[src/common/fwp_pkg.sv]
/*
 package of the flash write-protect and program/erase timing block.
 assumes a 40 MHz system clock and a mode 0/3 serial host.
*/
package fwp_pkg;
   localparam int CLK_MHZ = 40;
   // ************************************
   // timing
   // ************************************
   localparam int T_SUSP_MAX_US = 30;
   localparam int SUSP_CYC = T_SUSP_MAX_US * CLK_MHZ;
   localparam int T_PP_TYP_US = 1500;
   localparam int T_ER_TYP_US = 16000;
   localparam int T_CE_TYP_US = 80000;
   localparam int PP_CYC = T_PP_TYP_US * CLK_MHZ;
   localparam int ER_CYC = T_ER_TYP_US * CLK_MHZ;
   localparam int CE_CYC = T_CE_TYP_US * CLK_MHZ;
   // ************************************
   // serial commands
   // ************************************
   localparam logic [7:0] C_SET_WRITE_ENABLE_CMD = 8'h06;
   localparam logic [7:0] C_WRDI = 8'h04;
   localparam logic [7:0] C_WRSR = 8'h01;
   localparam logic [7:0] C_PP = 8'h02;
   localparam logic [7:0] C_PE = 8'h81;
   localparam logic [7:0] C_SE = 8'h20;
   localparam logic [7:0] C_B32 = 8'h52;
   localparam logic [7:0] C_B64 = 8'hD8;
   localparam logic [7:0] C_CE = 8'hC7;
   localparam logic [7:0] C_DP = 8'hB9;
   localparam logic [7:0] C_RDP = 8'hAB;
   localparam logic [7:0] C_SUS = 8'h75;
   localparam logic [7:0] C_RES = 8'h7A;
   localparam logic [11:0] PP_MAX_BITS = 12'h820;
   // ************************************
   // status layout and sizes
   // ************************************
   localparam int SR_BP_LSB = 2;
   localparam int SR_STATUS_PROTECT_LO = 7;
   localparam int SR_STATUS_PROTECT_HI = 8;
   localparam int SR_CMP = 14;
   localparam logic [15:0] SR_RST = 16'h0000;
   localparam logic [15:0] SR_WR_MASK = 16'h41FC;
   localparam logic [15:0] SR_WP_MASK = 16'h01FC;
   localparam logic [20:0] SZ_MEM = 21'h100000;
   localparam logic [20:0] SZ_64K = 21'h010000;
   localparam logic [20:0] SZ_32K = 21'h008000;
   localparam logic [20:0] SZ_4K = 21'h001000;
   localparam logic [20:0] SZ_PAGE = 21'h000100;
   // ************************************
   // apb map
   // ************************************
   localparam logic [7:0] A_STATUS = 8'h00;
   localparam logic [7:0] A_CTRL = 8'h04;
   localparam logic [7:0] A_EVENT = 8'h08;
   localparam logic [7:0] A_PROT = 8'h0C;
   typedef enum logic [2:0] {
      OP_PROG = 3'b000, OP_PE = 3'b001, OP_SE = 3'b010,
      OP_B32 = 3'b011, OP_B64 = 3'b100, OP_CE = 3'b101
   } fwp_op_t;
   typedef enum logic [2:0] {
      ST_STBY = 3'b000, ST_BUSY = 3'b001, ST_SWAIT = 3'b010,
      ST_SUSP = 3'b011, ST_DPD = 3'b100
   } fwp_st_t;
endpackage

[src/rtl/fwp_flash_protect.sv]
/*
 write protection and program/erase timing of a serial nor flash.
 assumes serial pins asynchronous to clk_sys, apb master on clk_sys.
*/
// Our own choices: the register offsets and register access over APB.
`timescale 1ns/10ps
module fwp_flash_protect #(
   parameter int PP_CYC = fwp_pkg::PP_CYC,
   parameter int ER_CYC = fwp_pkg::ER_CYC,
   parameter int CE_CYC = fwp_pkg::CE_CYC
) (
   input wire logic clk_sys,
   input wire logic rst,
   input wire logic psel,
   input wire logic penable,
   input wire logic pwrite,
   input wire logic [7:0] paddr,
   input wire logic [31:0] pwdata,
   output logic [31:0] prdata,
   output logic pready,
   output logic pslverr,
   input wire logic cs_n,
   input wire logic sclk,
   input wire logic si,
   input wire logic wp_n,
   input wire logic sector_locked,
   output logic op_start,
   output fwp_pkg::fwp_op_t op_kind,
   output logic [19:0] op_addr,
   output logic op_done,
   output logic busy
);
   import fwp_pkg::*;

   // ************************************
   // functions
   // ************************************
   function automatic logic [20:0] kind_len(input fwp_op_t k);
      case (k)
         OP_PROG, OP_PE: kind_len = SZ_PAGE;
         OP_SE: kind_len = SZ_4K;
         OP_B32: kind_len = SZ_32K;
         OP_B64: kind_len = SZ_64K;
         default: kind_len = SZ_MEM;
      endcase
   endfunction

   // returns {lo, hi}, hi exclusive
   function automatic logic [41:0] region(input logic [4:0] bp, input logic cmp);
      logic [20:0] sz;
      logic all, none;
      sz = '0;
      all = 1'b0;
      none = 1'b0;
      if (bp[2:0] == 3'b000) begin
         none = 1'b1;
      end else if (bp[2] & bp[1]) begin
         all = 1'b1;
      end else if (!bp[4]) begin
         if (bp[2] & bp[0]) begin
            all = 1'b1;
         end else begin
            sz = SZ_64K << (bp[2:0] - 3'd1);
         end
      end else if (bp[2]) begin
         sz = SZ_32K;
      end else begin
         sz = SZ_4K << (bp[1:0] - 2'd1);
      end
      if (!cmp) begin
         if (none) region = '0;
         else if (all) region = {21'h0, SZ_MEM};
         else if (bp[3]) region = {21'h0, sz};
         else region = {SZ_MEM - sz, SZ_MEM};
      end else begin
         if (none) region = {21'h0, SZ_MEM};
         else if (all) region = '0;
         else if (bp[3]) region = {sz, SZ_MEM};
         else region = {21'h0, SZ_MEM - sz};
      end
   endfunction

   // ************************************
   // pin synchronisers
   // ************************************
   logic [1:0] cs_s_q, ck_s_q, si_s_q, wp_s_q;
   logic ck_d1_q, cs_d1_q;
   always_ff @(posedge clk_sys or posedge rst) begin
      if (rst) begin
         cs_s_q <= 2'b11;
         ck_s_q <= 2'b00;
         si_s_q <= 2'b00;
         wp_s_q <= 2'b11;
         ck_d1_q <= 1'b0;
         cs_d1_q <= 1'b1;
      end else begin
         cs_s_q <= {cs_s_q[0], cs_n};
         ck_s_q <= {ck_s_q[0], sclk};
         si_s_q <= {si_s_q[0], si};
         wp_s_q <= {wp_s_q[0], wp_n};
         ck_d1_q <= ck_s_q[1];
         cs_d1_q <= cs_s_q[1];
      end
   end
   logic ck_rise, cmd_end;
   logic [7:0] nbyte;
   assign ck_rise = ck_s_q[1] & ~ck_d1_q & ~cs_s_q[1];
   assign cmd_end = cs_s_q[1] & ~cs_d1_q;

   // ************************************
   // bit counter and byte capture
   // ************************************
   logic [31:0] sh_q;
   logic [11:0] cnt_q;
   logic [7:0] opc_q, b1_q, b2_q;
   logic [19:0] adr_q;
   assign nbyte = {sh_q[6:0], si_s_q[1]};
   always_ff @(posedge clk_sys or posedge rst) begin
      if (rst) begin
         sh_q <= '0;
         cnt_q <= '0;
         opc_q <= '0;
         b1_q <= '0;
         b2_q <= '0;
         adr_q <= '0;
      end else if (cs_s_q[1]) begin
         cnt_q <= '0;
      end else if (ck_rise) begin
         sh_q <= {sh_q[30:0], si_s_q[1]};
         if (cnt_q != 12'hFFF) cnt_q <= cnt_q + 12'd1;
         if (cnt_q == 12'd7) opc_q <= nbyte;
         if (cnt_q == 12'd15) b1_q <= nbyte;
         if (cnt_q == 12'd23) b2_q <= nbyte;
         if (cnt_q == 12'd31) adr_q <= {sh_q[18:0], si_s_q[1]};
      end
   end

   // ************************************
   // command decision
   // ************************************
   logic [15:0] sreg_q;
   logic wel_q, wps_q;
   fwp_st_t st_q, st_d;
   logic [41:0] reg_lohi;
   logic [20:0] len, a_lo;
   logic hit, is_op, len_ok, byte_ok, valid;
   logic a_set_write_enable_cmd, a_wrdi, a_wrsr, a_op, a_dp, a_rdp, a_sus, a_res, rej;
   fwp_op_t kind;
   assign reg_lohi = region(sreg_q[SR_BP_LSB +: 5], sreg_q[SR_CMP]);
   assign len = kind_len(kind);
   assign a_lo = {1'b0, adr_q} & ~(len - 21'd1);
   always_comb begin
      kind = OP_PROG;
      is_op = 1'b1;
      len_ok = (cnt_q == 12'd32);
      case (opc_q)
         C_PP: len_ok = (cnt_q >= 12'd40) && (cnt_q <= PP_MAX_BITS);
         C_PE: kind = OP_PE;
         C_SE: kind = OP_SE;
         C_B32: kind = OP_B32;
         C_B64: kind = OP_B64;
         C_CE: begin
            kind = OP_CE;
            len_ok = (cnt_q == 12'd8);
         end
         C_WRSR: begin
            is_op = 1'b0;
            len_ok = (cnt_q == 12'd16) || (cnt_q == 12'd24);
         end
         default: begin
            is_op = 1'b0;
            len_ok = (cnt_q == 12'd8);
         end
      endcase
   end
   // region overlap, or lock bits under scheme one
   assign hit = wps_q ? sector_locked :
      ((a_lo < reg_lohi[20:0]) && ((a_lo + len) > reg_lohi[41:21]));
   assign byte_ok = (cnt_q[2:0] == 3'b000);
   assign valid = cmd_end & byte_ok & len_ok;
   always_comb begin
      a_set_write_enable_cmd = 1'b0;
      a_wrdi = 1'b0;
      a_wrsr = 1'b0;
      a_op = 1'b0;
      a_dp = 1'b0;
      a_rdp = 1'b0;
      a_sus = 1'b0;
      a_res = 1'b0;
      if (valid) begin
         case (st_q)
            ST_DPD: a_rdp = (opc_q == C_RDP);
            ST_BUSY: a_sus = (opc_q == C_SUS);
            ST_SUSP: begin
               a_res = (opc_q == C_RES);
               a_set_write_enable_cmd = (opc_q == C_SET_WRITE_ENABLE_CMD);
               a_wrdi = (opc_q == C_WRDI);
            end
            ST_STBY: begin
               a_set_write_enable_cmd = (opc_q == C_SET_WRITE_ENABLE_CMD);
               a_wrdi = (opc_q == C_WRDI);
               a_dp = (opc_q == C_DP);
               a_wrsr = (opc_q == C_WRSR) & wel_q;
               a_op = is_op & wel_q & ~hit;
            end
            default: ;
         endcase
      end
   end
   // a modifying command that ends but is not taken
   assign rej = cmd_end & (st_q != ST_DPD) & (is_op | (opc_q == C_WRSR)) & ~a_op & ~a_wrsr;

   // ************************************
   // control state and timers
   // ************************************
   logic [31:0] tmr_q;
   logic [10:0] sus_q;
   always_comb begin
      st_d = st_q;
      case (st_q)
         ST_STBY: begin
            if (a_op) st_d = ST_BUSY;
            else if (a_dp) st_d = ST_DPD;
         end
         ST_BUSY: begin
            if (a_sus) st_d = ST_SWAIT;
            else if (tmr_q == 32'd1) st_d = ST_STBY;
         end
         ST_SWAIT: if (sus_q == 11'd1) st_d = ST_SUSP;
         ST_SUSP: if (a_res) st_d = ST_BUSY;
         ST_DPD: if (a_rdp) st_d = ST_STBY;
         default: st_d = ST_STBY;
      endcase
   end
   always_ff @(posedge clk_sys or posedge rst) begin
      if (rst) begin
         st_q <= ST_STBY;
         busy <= 1'b0;
         tmr_q <= '0;
         sus_q <= '0;
         op_start <= 1'b0;
         op_done <= 1'b0;
         op_kind <= OP_PROG;
         op_addr <= '0;
      end else begin
         st_q <= st_d;
         busy <= (st_d == ST_BUSY) || (st_d == ST_SWAIT);
         op_start <= a_op;
         op_done <= (st_q == ST_BUSY) && (st_d == ST_STBY);
         if (a_op) begin
            op_kind <= kind;
            op_addr <= a_lo[19:0];
            if (kind == OP_PROG) tmr_q <= PP_CYC;
            else if (kind == OP_CE) tmr_q <= CE_CYC;
            else tmr_q <= ER_CYC;
         end else if (st_q == ST_BUSY && !a_sus && tmr_q != 32'd0) begin
            tmr_q <= tmr_q - 32'd1;
         end
         if (a_sus) sus_q <= SUSP_CYC[10:0];
         else if (sus_q != 11'd0) sus_q <= sus_q - 11'd1;
      end
   end

   // ************************************
   // write-enable latch and status bits
   // ************************************
   logic [15:0] wmask;
   always_comb begin
      wmask = SR_WR_MASK;
      if (!wp_s_q[1]) wmask = wmask & ~SR_WP_MASK;
      if (cnt_q == 12'd16) wmask = wmask & 16'h00FF;
   end
   always_ff @(posedge clk_sys or posedge rst) begin
      if (rst) begin
         wel_q <= 1'b0;
      end else if (a_set_write_enable_cmd) begin
         wel_q <= 1'b1;
      end else if (a_wrdi || a_wrsr || rej || op_done) begin
         wel_q <= 1'b0;
      end
   end
   always_ff @(posedge clk_sys or posedge rst) begin
      if (rst) begin
         sreg_q <= SR_RST;
      end else if (a_wrsr) begin
         sreg_q <= (sreg_q & ~wmask) | ({b2_q, b1_q} & wmask);
      end
   end

   // ************************************
   // apb slave
   // ************************************
   logic acc_st_q, rej_st_q, map_ok, wr_now;
   logic [31:0] rd_d;
   assign wr_now = psel & penable & pready & pwrite;
   always_comb begin
      map_ok = 1'b1;
      rd_d = '0;
      case (paddr)
         A_STATUS: begin
            rd_d[15:0] = sreg_q;
            rd_d[0] = busy;
            rd_d[1] = wel_q;
            rd_d[18:16] = st_q;
         end
         A_CTRL: rd_d[0] = wps_q;
         A_EVENT: rd_d[1:0] = {acc_st_q, rej_st_q};
         A_PROT: rd_d = {2'b00, reg_lohi[41:28], 2'b00, reg_lohi[20:7]};
         default: map_ok = 1'b0;
      endcase
   end
   always_ff @(posedge clk_sys or posedge rst) begin
      if (rst) begin
         pready <= 1'b0;
         pslverr <= 1'b0;
         prdata <= '0;
      end else begin
         pready <= psel & penable & ~pready;
         pslverr <= psel & penable & ~pready & ~map_ok;
         if (psel & penable & ~pready) prdata <= pwrite ? 32'h0 : rd_d;
      end
   end
   always_ff @(posedge clk_sys or posedge rst) begin
      if (rst) begin
         wps_q <= 1'b0;
      end else if (wr_now && paddr == A_CTRL) begin
         wps_q <= pwdata[0];
      end
   end
   // sticky events, set beats write-one clear
   always_ff @(posedge clk_sys or posedge rst) begin
      if (rst) begin
         rej_st_q <= 1'b0;
         acc_st_q <= 1'b0;
      end else begin
         if (rej) rej_st_q <= 1'b1;
         else if (wr_now && paddr == A_EVENT && pwdata[0]) rej_st_q <= 1'b0;
         if (a_op | a_wrsr) acc_st_q <= 1'b1;
         else if (wr_now && paddr == A_EVENT && pwdata[1]) acc_st_q <= 1'b0;
      end
   end
endmodule

[config.mk]
export PLATFORM = sky130hd
export DESIGN_NAME = fwp_flash_protect
export DESIGN_NICKNAME = d
export VERILOG_FILES = /design/src/common/fwp_pkg.sv /design/src/rtl/fwp_flash_protect.sv
export SDC_FILE = /design/constraint.sdc
export NUM_CORES = 1
export LEC_CHECK = 0
export BUFFER_PORTS_ARGS = -buffer_cell sky130_fd_sc_hd__buf_2
export CAP_MARGIN = 10
export CORE_ASPECT_RATIO = 1.25
export CORE_MARGIN = 8
export CORE_UTILIZATION = 50
export CTS_CLUSTER_DIAMETER = 80
export DETAILED_ROUTE_END_ITERATION = 8
export PLACE_DENSITY_LB_ADDON = 0.12
export SYNTH_ARGS = -nofsm -noshare
export SYNTH_HDL_FRONTEND = slang
export SYNTH_SLANG_ARGS = --single-unit
[constraint.sdc]
create_clock -name clk_sys -period 5.75 [get_ports clk_sys]
set_input_delay 1.15 -clock clk_sys [delete_from_list [all_inputs] [get_ports clk_sys]]
set_output_delay 1.15 -clock clk_sys [all_outputs]
set_load 0.05 [all_outputs]
# After elaboration in Yosys (flattened, before gate mapping)
# Cells that the tools add are included.
dict set report totals {
  ram_bits 0
  reg_bits 211
  rom_bits 0
  elab_cells 226
  n_memories 0
  latchBits 0
}
dict set report classes {
  n_mul 0
  magnitude_cmp 4
  div 0
  shifts 2
  n_mux 69
  n_addsub 8
  eq_ne 39
  n_bitwise 35
  reduce_logical 41
}
# cell count
set ops {}
lappend ops {{two-way mux 42 bit} 7}
lappend ops {{two-way mux 21 bit} 5}
lappend ops {{two-way mux 32 bit} 3}
lappend ops {{one-hot mux 21 bit (4 select lines)} 1}
lappend ops {{equality test 12 x 5 -> 1 bit (second input constant)} 4}
lappend ops {{two-way mux 22 bit} 2}
lappend ops {{equality test 8 bit (second input constant)} 5}
lappend ops {{two-way mux 12 bit} 3}
lappend ops {{one-hot mux 17 bit (2 select lines)} 1}
lappend ops {{two-way mux 11 bit} 3}
lappend ops {{bitwise AND 16 bit} 2}
lappend ops {{equality test 32 x 1 -> 1 bit (second input constant)} 1}
lappend ops {{nonzero test 32 bit} 1}
lappend ops {{subtractor 32 x 1 -> 32 bit (second input constant)} 1}
lappend ops {{two-way mux 1 bit} 30}
lappend ops {{one-hot mux 3 bit (5 select lines)} 2}
lappend ops {{equality test 12 x 4 -> 1 bit (second input constant)} 2}
lappend ops {{equality test 8 x 3 -> 1 bit (second input constant)} 3}
lappend ops {{equality test 8 x 7 -> 1 bit (second input constant)} 3}
lappend ops {{adder 21 bit} 1}
lappend ops {{bitwise AND 20 x 21 -> 21 bit} 1}
lappend ops {{> comparator 21 bit} 1}
lappend ops {{< comparator 21 bit} 1}
lappend ops {{two-way mux 3 bit} 7}
lappend ops {{44 further kinds} 108}

# Logic depth before layout (Yosys ltp)
dict set report logic_depth {
  word_depth 25
  mapped_depth 25
  depth_no_buf 22
}

# Worst setup path after synthesis
# OpenSTA, ideal clock, no wires.
dict set report synth_timing {
  path_type {reg2reg}
  from {register opc_q[3]}
  to {register op_addr[12]}
  stages_incl_launch_ff 23
  path_buffers 3
  arrival_ns 4.666
  synth_period_minus_slack_ns 4.794
  setup_time_ns 0.128
  path_slack_ns 0.956
  path_cell_list {dfrtp_1 clkbuf_1 nor4bb_1 and4_1 clkbuf_1 nor3_2 inv_1 ha_1 and2_1 a31oi_1 nand2b_1 o32ai_1 a21oi_1 xnor2_1 ha_1 nand3_1 a211oi_1 o31a_1 o221ai_1 a31oi_1 a2111oi_4 buf_2 mux2_1}
}
dict set report synth_via {
  elab_chain_len 16
  elab_cells_between_ends 33
  classes_between {add/sub: 2; order compare: 2; eq/ne: 11; mux: 7; bitwise: 6; reduce/logical: 5}
}
# element line
set synth_lines {}
lappend synth_lines {{from (decl)} fwp_flash_protect.sv:115} ;# logic [7:0] opc_q, b1_q, b2_q;
lappend synth_lines {{from (signal assigned)} fwp_flash_protect.sv:131} ;# if (cnt_q == 12'd7) opc_q <= nbyte;
lappend synth_lines {{equality test 8 bit (tied with other cells)} fwp_flash_protect.sv:156} ;# case (opc_q)
lappend synth_lines {{one-hot mux 3 bit (5 select lines)} fwp_flash_protect.sv:156}
lappend synth_lines {{equality test 3 x 1 -> 1 bit or zero test 3 bit (tied branches)} fwp_flash_protect.sv:39} ;# case (k)
lappend synth_lines {{OR reduction 2 bit} fwp_flash_protect.sv:39}
lappend synth_lines {{one-hot mux 21 bit (4 select lines)} fwp_flash_protect.sv:39}
lappend synth_lines {{subtractor 21 x 1 -> 21 bit} fwp_flash_protect.sv:151} ;# assign a_lo = {1'b0, adr_q} & ~(len - 21'd1);
lappend synth_lines {{NOT 21 bit} fwp_flash_protect.sv:151}
lappend synth_lines {{bitwise AND 20 x 21 -> 21 bit} fwp_flash_protect.sv:151}
lappend synth_lines {{adder 21 bit} fwp_flash_protect.sv:178} ;# ((a_lo < reg_lohi[20:0]) && ((a_lo + len) > reg_lohi[41:21]));
lappend synth_lines {{> comparator 21 bit} fwp_flash_protect.sv:178}
lappend synth_lines {{logical AND 1 bit} fwp_flash_protect.sv:178}
lappend synth_lines {{two-way mux 1 bit} fwp_flash_protect.sv:177} ;# assign hit = wps_q ? sector_locked :
lappend synth_lines {{NOT 1 bit} fwp_flash_protect.sv:204} ;# a_op = is_op & wel_q & ~hit;
lappend synth_lines {{bitwise AND 1 bit} fwp_flash_protect.sv:204}
lappend synth_lines {{two-way mux 1 bit} fwp_flash_protect.sv:191} ;# case (st_q)
lappend synth_lines {{two-way mux 1 bit} fwp_flash_protect.sv:190} ;# if (valid) begin
lappend synth_lines {{to (signal assigned)} fwp_flash_protect.sv:252} ;# op_addr <= a_lo[19:0];
lappend synth_lines {{to (decl)} fwp_flash_protect.sv:29} ;# output logic [19:0] op_addr,
# Parallel ways exist; a longest one is shown, timed or not.
# A chain may end at the register's enable or synchronous reset.

# Worst setup path after layout
dict set report layout_timing {
  from {register opc_q[4]}
  to {register wel_q}
}
dict set report layout_via {
  elab_chain_len 22
  elab_cells_between_ends 53
  classes_between {add/sub: 2; order compare: 2; eq/ne: 13; mux: 14; bitwise: 13; reduce/logical: 9}
}
# element line
set layout_lines {}
lappend layout_lines {{equality test 8 bit (tied with other cells)} fwp_flash_protect.sv:156}
lappend layout_lines {{one-hot mux 3 bit (5 select lines) (*)} fwp_flash_protect.sv:156}
lappend layout_lines {{equality test 3 x 1 -> 1 bit or zero test 3 bit (tied branches)} fwp_flash_protect.sv:39}
lappend layout_lines {{OR reduction 2 bit} fwp_flash_protect.sv:39}
lappend layout_lines {{one-hot mux 21 bit (4 select lines) (*)} fwp_flash_protect.sv:39}
lappend layout_lines {{subtractor 21 x 1 -> 21 bit (*)} fwp_flash_protect.sv:151}
lappend layout_lines {{NOT 21 bit (*)} fwp_flash_protect.sv:151}
lappend layout_lines {{bitwise AND 20 x 21 -> 21 bit (*)} fwp_flash_protect.sv:151}
lappend layout_lines {{via a_lo[9]} fwp_flash_protect.sv:145} ;# logic [20:0] len, a_lo;
lappend layout_lines {{[4 not listed]} --}
lappend layout_lines {{NOT 1 bit (*)} fwp_flash_protect.sv:204}
lappend layout_lines {{bitwise AND 1 bit (*)} fwp_flash_protect.sv:204}
lappend layout_lines {{two-way mux 1 bit (*)} fwp_flash_protect.sv:191}
lappend layout_lines {{two-way mux 1 bit (*)} fwp_flash_protect.sv:190}
lappend layout_lines {{NOT 1 bit (*)} fwp_flash_protect.sv:211} ;# assign rej = cmd_end & (st_q != ST_DPD) & (is_op | (opc_q == C_WRSR)) & ~a_op & ~a_wrsr;
lappend layout_lines {{bitwise AND 1 bit (*) (2 in a row)} fwp_flash_protect.sv:211}
lappend layout_lines {{logical OR 1 bit (*) (2 in a row)} fwp_flash_protect.sv:278} ;# end else if (a_wrdi || a_wrsr || rej || op_done) begin
lappend layout_lines {{nonzero test 2 bit (no source line) (*)} --}
lappend layout_lines {{to (signal assigned)} fwp_flash_protect.sv:275} ;# wel_q <= 1'b0;
lappend layout_lines {{to (signal assigned)} fwp_flash_protect.sv:277} ;# wel_q <= 1'b1;
lappend layout_lines {{to (signal assigned)} fwp_flash_protect.sv:279} ;# wel_q <= 1'b0;
lappend layout_lines {{to (decl)} fwp_flash_protect.sv:142} ;# logic wel_q, wps_q;
# Mark *: on every way through the listed nets, which the timed path passes. The rest lies on a longest branch.

==> impl_summary.md <==
Critical path
The worst-case reg-to-reg path depth is 20. The start of the worst register-to-register path is opc_q[4]$_DFFE_PP0P_. The launching element of the worst setup path is opc_q[4]$_DFFE_PP0P_. In this run the worst path has a maximum fanout of 10.

The data required time of the critical path is ~6100 ps. The data arrival time of the critical path is about 5700 ps. The endpoint class of the critical path is a register. By startpoint and endpoint, the worst setup path is classified as register to register. The endpoint identified for the worst register-to-register timing path is wel_q$_DFFE_PP0P_.

The critical path launch point type is a register. The capturing instance or port of the critical path is wel_q$_DFFE_PP0P_. The worst register-to-register path has a setup slack of roughly 370 ps.

Die
The I/O pin count is 110. The placement row count is between 50 and 60. The horizontal die dimension is between 100 and 150 um. The initial utilization of the core area, before any placement, comes to 0.508. The floorplan step set the die height to about 170 um. The core region is roughly 19000 um2. The die covers roughly 24000 um2.

Timing
The highest clock frequency the design can meet is about 190 MHz. In this run the tightest slew margin relative to its limit is 0.264. Setup repair after global routing left no endpoint under its margin. Setup violations remaining at the end of the flow were counted as 0. The time the final worst path needs with I/O delays and setup is approximately 5400 ps.

Across all setup checks in the final design, the least slack found is roughly 370 ps. The setup TNS after final layout is 0 ps. The final worst-path cycle share is 0.935.

The final max-slew violation count is 0. The hold violation total from the final report is 0. The slew at the pin with the worst max-slew slack is between 1000 and 1500 ps. The clock arrives with 14.3 ps of skew.

Synthesis
By area the synthesized netlist is led by sky130_fd_sc_hd__dfrtp_1 (45%), sky130_fd_sc_hd__mux2_2 (7.2%), sky130_fd_sc_hd__ha_1 (3.7%). The number of synthesized register bits is ~170. During synthesis, Yosys emitted a total of 0 warnings. Of the post-synthesis cell area, the part taken by muxes is 0.0820. Each instance of the synthesized netlist takes up on average ~9.9 um2.

The cell count after synthesis came out at around 960. By area, the combinational part of the netlist is dominated by simple AND/OR/NAND/NOR gates. Summed over all instances, the cell type with the most area after synthesis is sky130_fd_sc_hd__dfrtp_1. The area share of the leading cell type in the synthesized netlist is 0.445. Of the total synthesized cell area, the portion taken by XOR and XNOR cells is 0.0470. The synthesized design contains 0 enable-type register cells.

For this run, asynchronously set or reset flops after synthesis account for 1.00. The mapped netlist covers approximately 9500 um2. The area fraction in compound gates after synthesis is 0.117. Of the total synthesized cell area, the portion taken by AND, OR, NAND and NOR gates is 0.214. The count of different cell masters after synthesis is 78. For this run, the leading register cell type out of synthesis is sky130_fd_sc_hd__dfrtp_1. Of the total synthesized cell area, the portion taken by full adders, half adders and majority gates is 0.0369. The proportion of synthesized chip area in sequential cells is 0.459.

CTS
The number of buffers on the longest clock path is 2. The root buffer cell chosen for the clock tree is sky130_fd_sc_hd__clkbuf_16. Counting every sink on the clock net gives around 170.

After clock tree synthesis, the clock-pin slew on the worst setup and hold paths is approximately 70 ps. For this design, the CTS-stage hold fixing added 0 buffers. The clock tree synthesis step divided the H-tree into 4 levels.

The source-to-sink clock delay at the later pin of the worst-skew pair is approximately 440 ps. The TritonCTS clock tree is done. The CTS buffer count is 17.

Drt
The total length of routed wires is 22200 um. Once detail routing completed, the nets flagged for antenna violations numbered 0. The iteration count of the initial detailed-routing pass is 5.

The detailed-route vias per instance is a little under 6. The violation count after the first detailed-routing iteration is 589. The number of vias after detailed routing is around 7300.

For this run, design rule violations remaining after detail routing come to 0. The mean routed wirelength per cell is roughly 18 um.

Placed design
The count of port buffers added during placement is 66. Timing analysis after detailed placement gives a worst setup slack of 374 ps. The routability congestion estimate from global placement is approximately 0.9.

Once detailed placement completed, the half-perimeter wirelength came to 16000 um.

Power
The largest voltage drop on the vdd net is about 240 uV. Dividing total power by cell area gives a power density of roughly 230 nW/um2. The static power due to leakage is around 0.0048 uW.

Final layout
Compared with the post-synthesis result, the final layout area differs by 11.1%. The count of filler cells inserted in the layout is around 1700. The fraction of layout cells with a size suffix above 1 is 0.197.

The total number of nets in the final design is 1087. The number of antenna diodes in the final layout is 0.

GRT
The pin count of the biggest net entering global routing is 175. For this run, the total global-route usage over all layers was measured as 0.193. The initial antenna violation count is 0. The global-route wire length before repair is 36900 um. The sum of overflow across all layers after global routing is 0.

The number of global-route vias before repair is roughly 7000.

Flow run
The tool flagged a number of max-cap violations equal to 0.

Hold path
In this run the worst hold path is classified as register to register.

Run status
The flow ran to the end, and the final reports show no timing, DRC or antenna violations.
[layout make-up]
cell class	instances	area, um2	area share
clock buffer	18	429	0.0406
clock inverter	14	111	0.0105
inverter	31	120	0.0114
multi-input combinational	703	4790	0.453
sequential	174	4360	0.413
tap	232	290	0.0275
timing repair buffer	82	463	0.0438
[worst min path at each step]
| stage | endpoint | slack, ps | from | cells past startpoint |
|---|---|---|---|---|
| after global placement | ck_s_q[1]$_DFF_PP0_ | 330 | ck_s_q[0]$_DFF_PP0_ | 0 |
| after detailed placement | ck_s_q[1]$_DFF_PP0_ | 340 | ck_s_q[0]$_DFF_PP0_ | 0 |
| after floorplan | ck_s_q[1]$_DFF_PP0_ | 330 | ck_s_q[0]$_DFF_PP0_ | 0 |
| after CTS | ck_s_q[1]$_DFF_PP0_ | 360 | ck_s_q[0]$_DFF_PP0_ | 0 |
| after global routing | ck_s_q[1]$_DFF_PP0_ | 360 | ck_s_q[0]$_DFF_PP0_ | 0 |
| final | ck_s_q[1]$_DFF_PP0_ | 350 | ck_s_q[0]$_DFF_PP0_ | 0 |
[power by group]
group	switching (uW)	internal, uW	leakage [uW]
logic	66.2	34.7	0.00231
registers	33.3	1260	0.00227
clock network	519	562	0.000264
[state kept, by name, indices dropped and copies added (netlist names), 2 cells and up, named ones only]
register,cells
ck_s_q,2
tmr_q,32
sh_q,19
wp_s_q,2
op_kind,3
st_q,3
prdata,27
b1_q,6
sus_q,11
si_s_q,2
op_addr,12
opc_q,8
cs_s_q,2
cnt_q,12
adr_q,12
b2_q,2
[per-stage QoR]
step	power [uW]	cells	hold slack, ps	utilization	instance area [um2]
6_report	2470	1254	351	0.565	10600
5_1_grt	2560	1254	357	0.565	10600
4_1_cts	2500	1254	355	0.564	10600
3_5_place_dp	1420	1222	338	0.536	10000
3_3_place_gp	1420	1222	335	0.536	10000
2_1_floorplan	1390	969	331	-	9550
[layer usage]
metal	global-route usage	vias to the layer above	wire, um
met5	0	-	0
met4	0.0693	0	395
met3	0.0479	32	1280
met2	0.298	177	10000
met1	0.260	3549	10500
li1	-	3531	-
[timing repair]
item	in CTS	in global routing
gates resized for setup	0	1
buffers inserted	0	0
endpoints found under the hold margin	0	0
setup endpoints to repair	0	1
[cell usage after synthesis (all sizes together) (3+ instances only)]
library cell,n
a2111oi,4
a211o,4
a211oi,5
a21boi,3
a21o,3
a21oi,32
a22o,7
a22oi,7
a31oi,15
and2,11
and3,10
and4,4
buf,26
clkbuf,35
dfrtp,169
dfstp,5
ha,28
inv,31
mux2,63
mux2i,7
nand2,76
nand2b,16
nand3,32
nand3b,5
nand4,15
nand4b,5
nor2,82
nor2b,13
nor3,36
nor3b,4
nor4,10
nor4b,9
nor4bb,3
o211ai,4
o21ai,44
o31a,5
o31ai,11
or2,5
or3,20
or4,13
xnor2,28
xor2,23
[logic make-up after synthesis]
group / count (synthesis)
and+or+nand+nor: 377
DFF: 174
AOI/OAI and AO/OA: 164
buffers and inverters: 92
muxes: 70
xor gates and xnor gates: 51
adders and majority gates: 28
other: 1
[cells in the final DEF, fill, tap and decap left out, types with 28 or more instances in the layout]
cell type,netlist,final
sky130_fd_sc_hd__a21oi_1,31,31
sky130_fd_sc_hd__buf_2,8,66
sky130_fd_sc_hd__dfrtp_1,169,169
sky130_fd_sc_hd__ha_1,28,28
sky130_fd_sc_hd__inv_1,31,30
sky130_fd_sc_hd__mux2_2,61,61
sky130_fd_sc_hd__nand2_1,76,76
sky130_fd_sc_hd__nand3_1,32,32
sky130_fd_sc_hd__nor2_1,82,81
sky130_fd_sc_hd__nor3_1,35,35
sky130_fd_sc_hd__o21ai_0,37,37
sky130_fd_sc_hd__xnor2_1,28,28
[worst max-delay path: stages, from the launching register on]
cell and delay (ps):
sky130_fd_sc_hd__dfrtp_1 500, sky130_fd_sc_hd__or4b_1 590, sky130_fd_sc_hd__a211oi_2 310, sky130_fd_sc_hd__nor3_2 150, sky130_fd_sc_hd__and2_1 230, sky130_fd_sc_hd__ha_1 250
sky130_fd_sc_hd__and3_1 230, sky130_fd_sc_hd__a21oi_1 260, sky130_fd_sc_hd__o31ai_1 130, sky130_fd_sc_hd__a22oi_1 240, sky130_fd_sc_hd__o21ai_0 180, sky130_fd_sc_hd__ha_1 340
sky130_fd_sc_hd__nand4b_1 90, sky130_fd_sc_hd__nor3_1 240, sky130_fd_sc_hd__nand2b_1 80, sky130_fd_sc_hd__o221ai_1 150, sky130_fd_sc_hd__a31oi_1 140, sky130_fd_sc_hd__a2111o_1 460
sky130_fd_sc_hd__buf_4 180, sky130_fd_sc_hd__a2111oi_0 360, sky130_fd_sc_hd__mux2_1 190
Power figures use the tool's default switching activity.
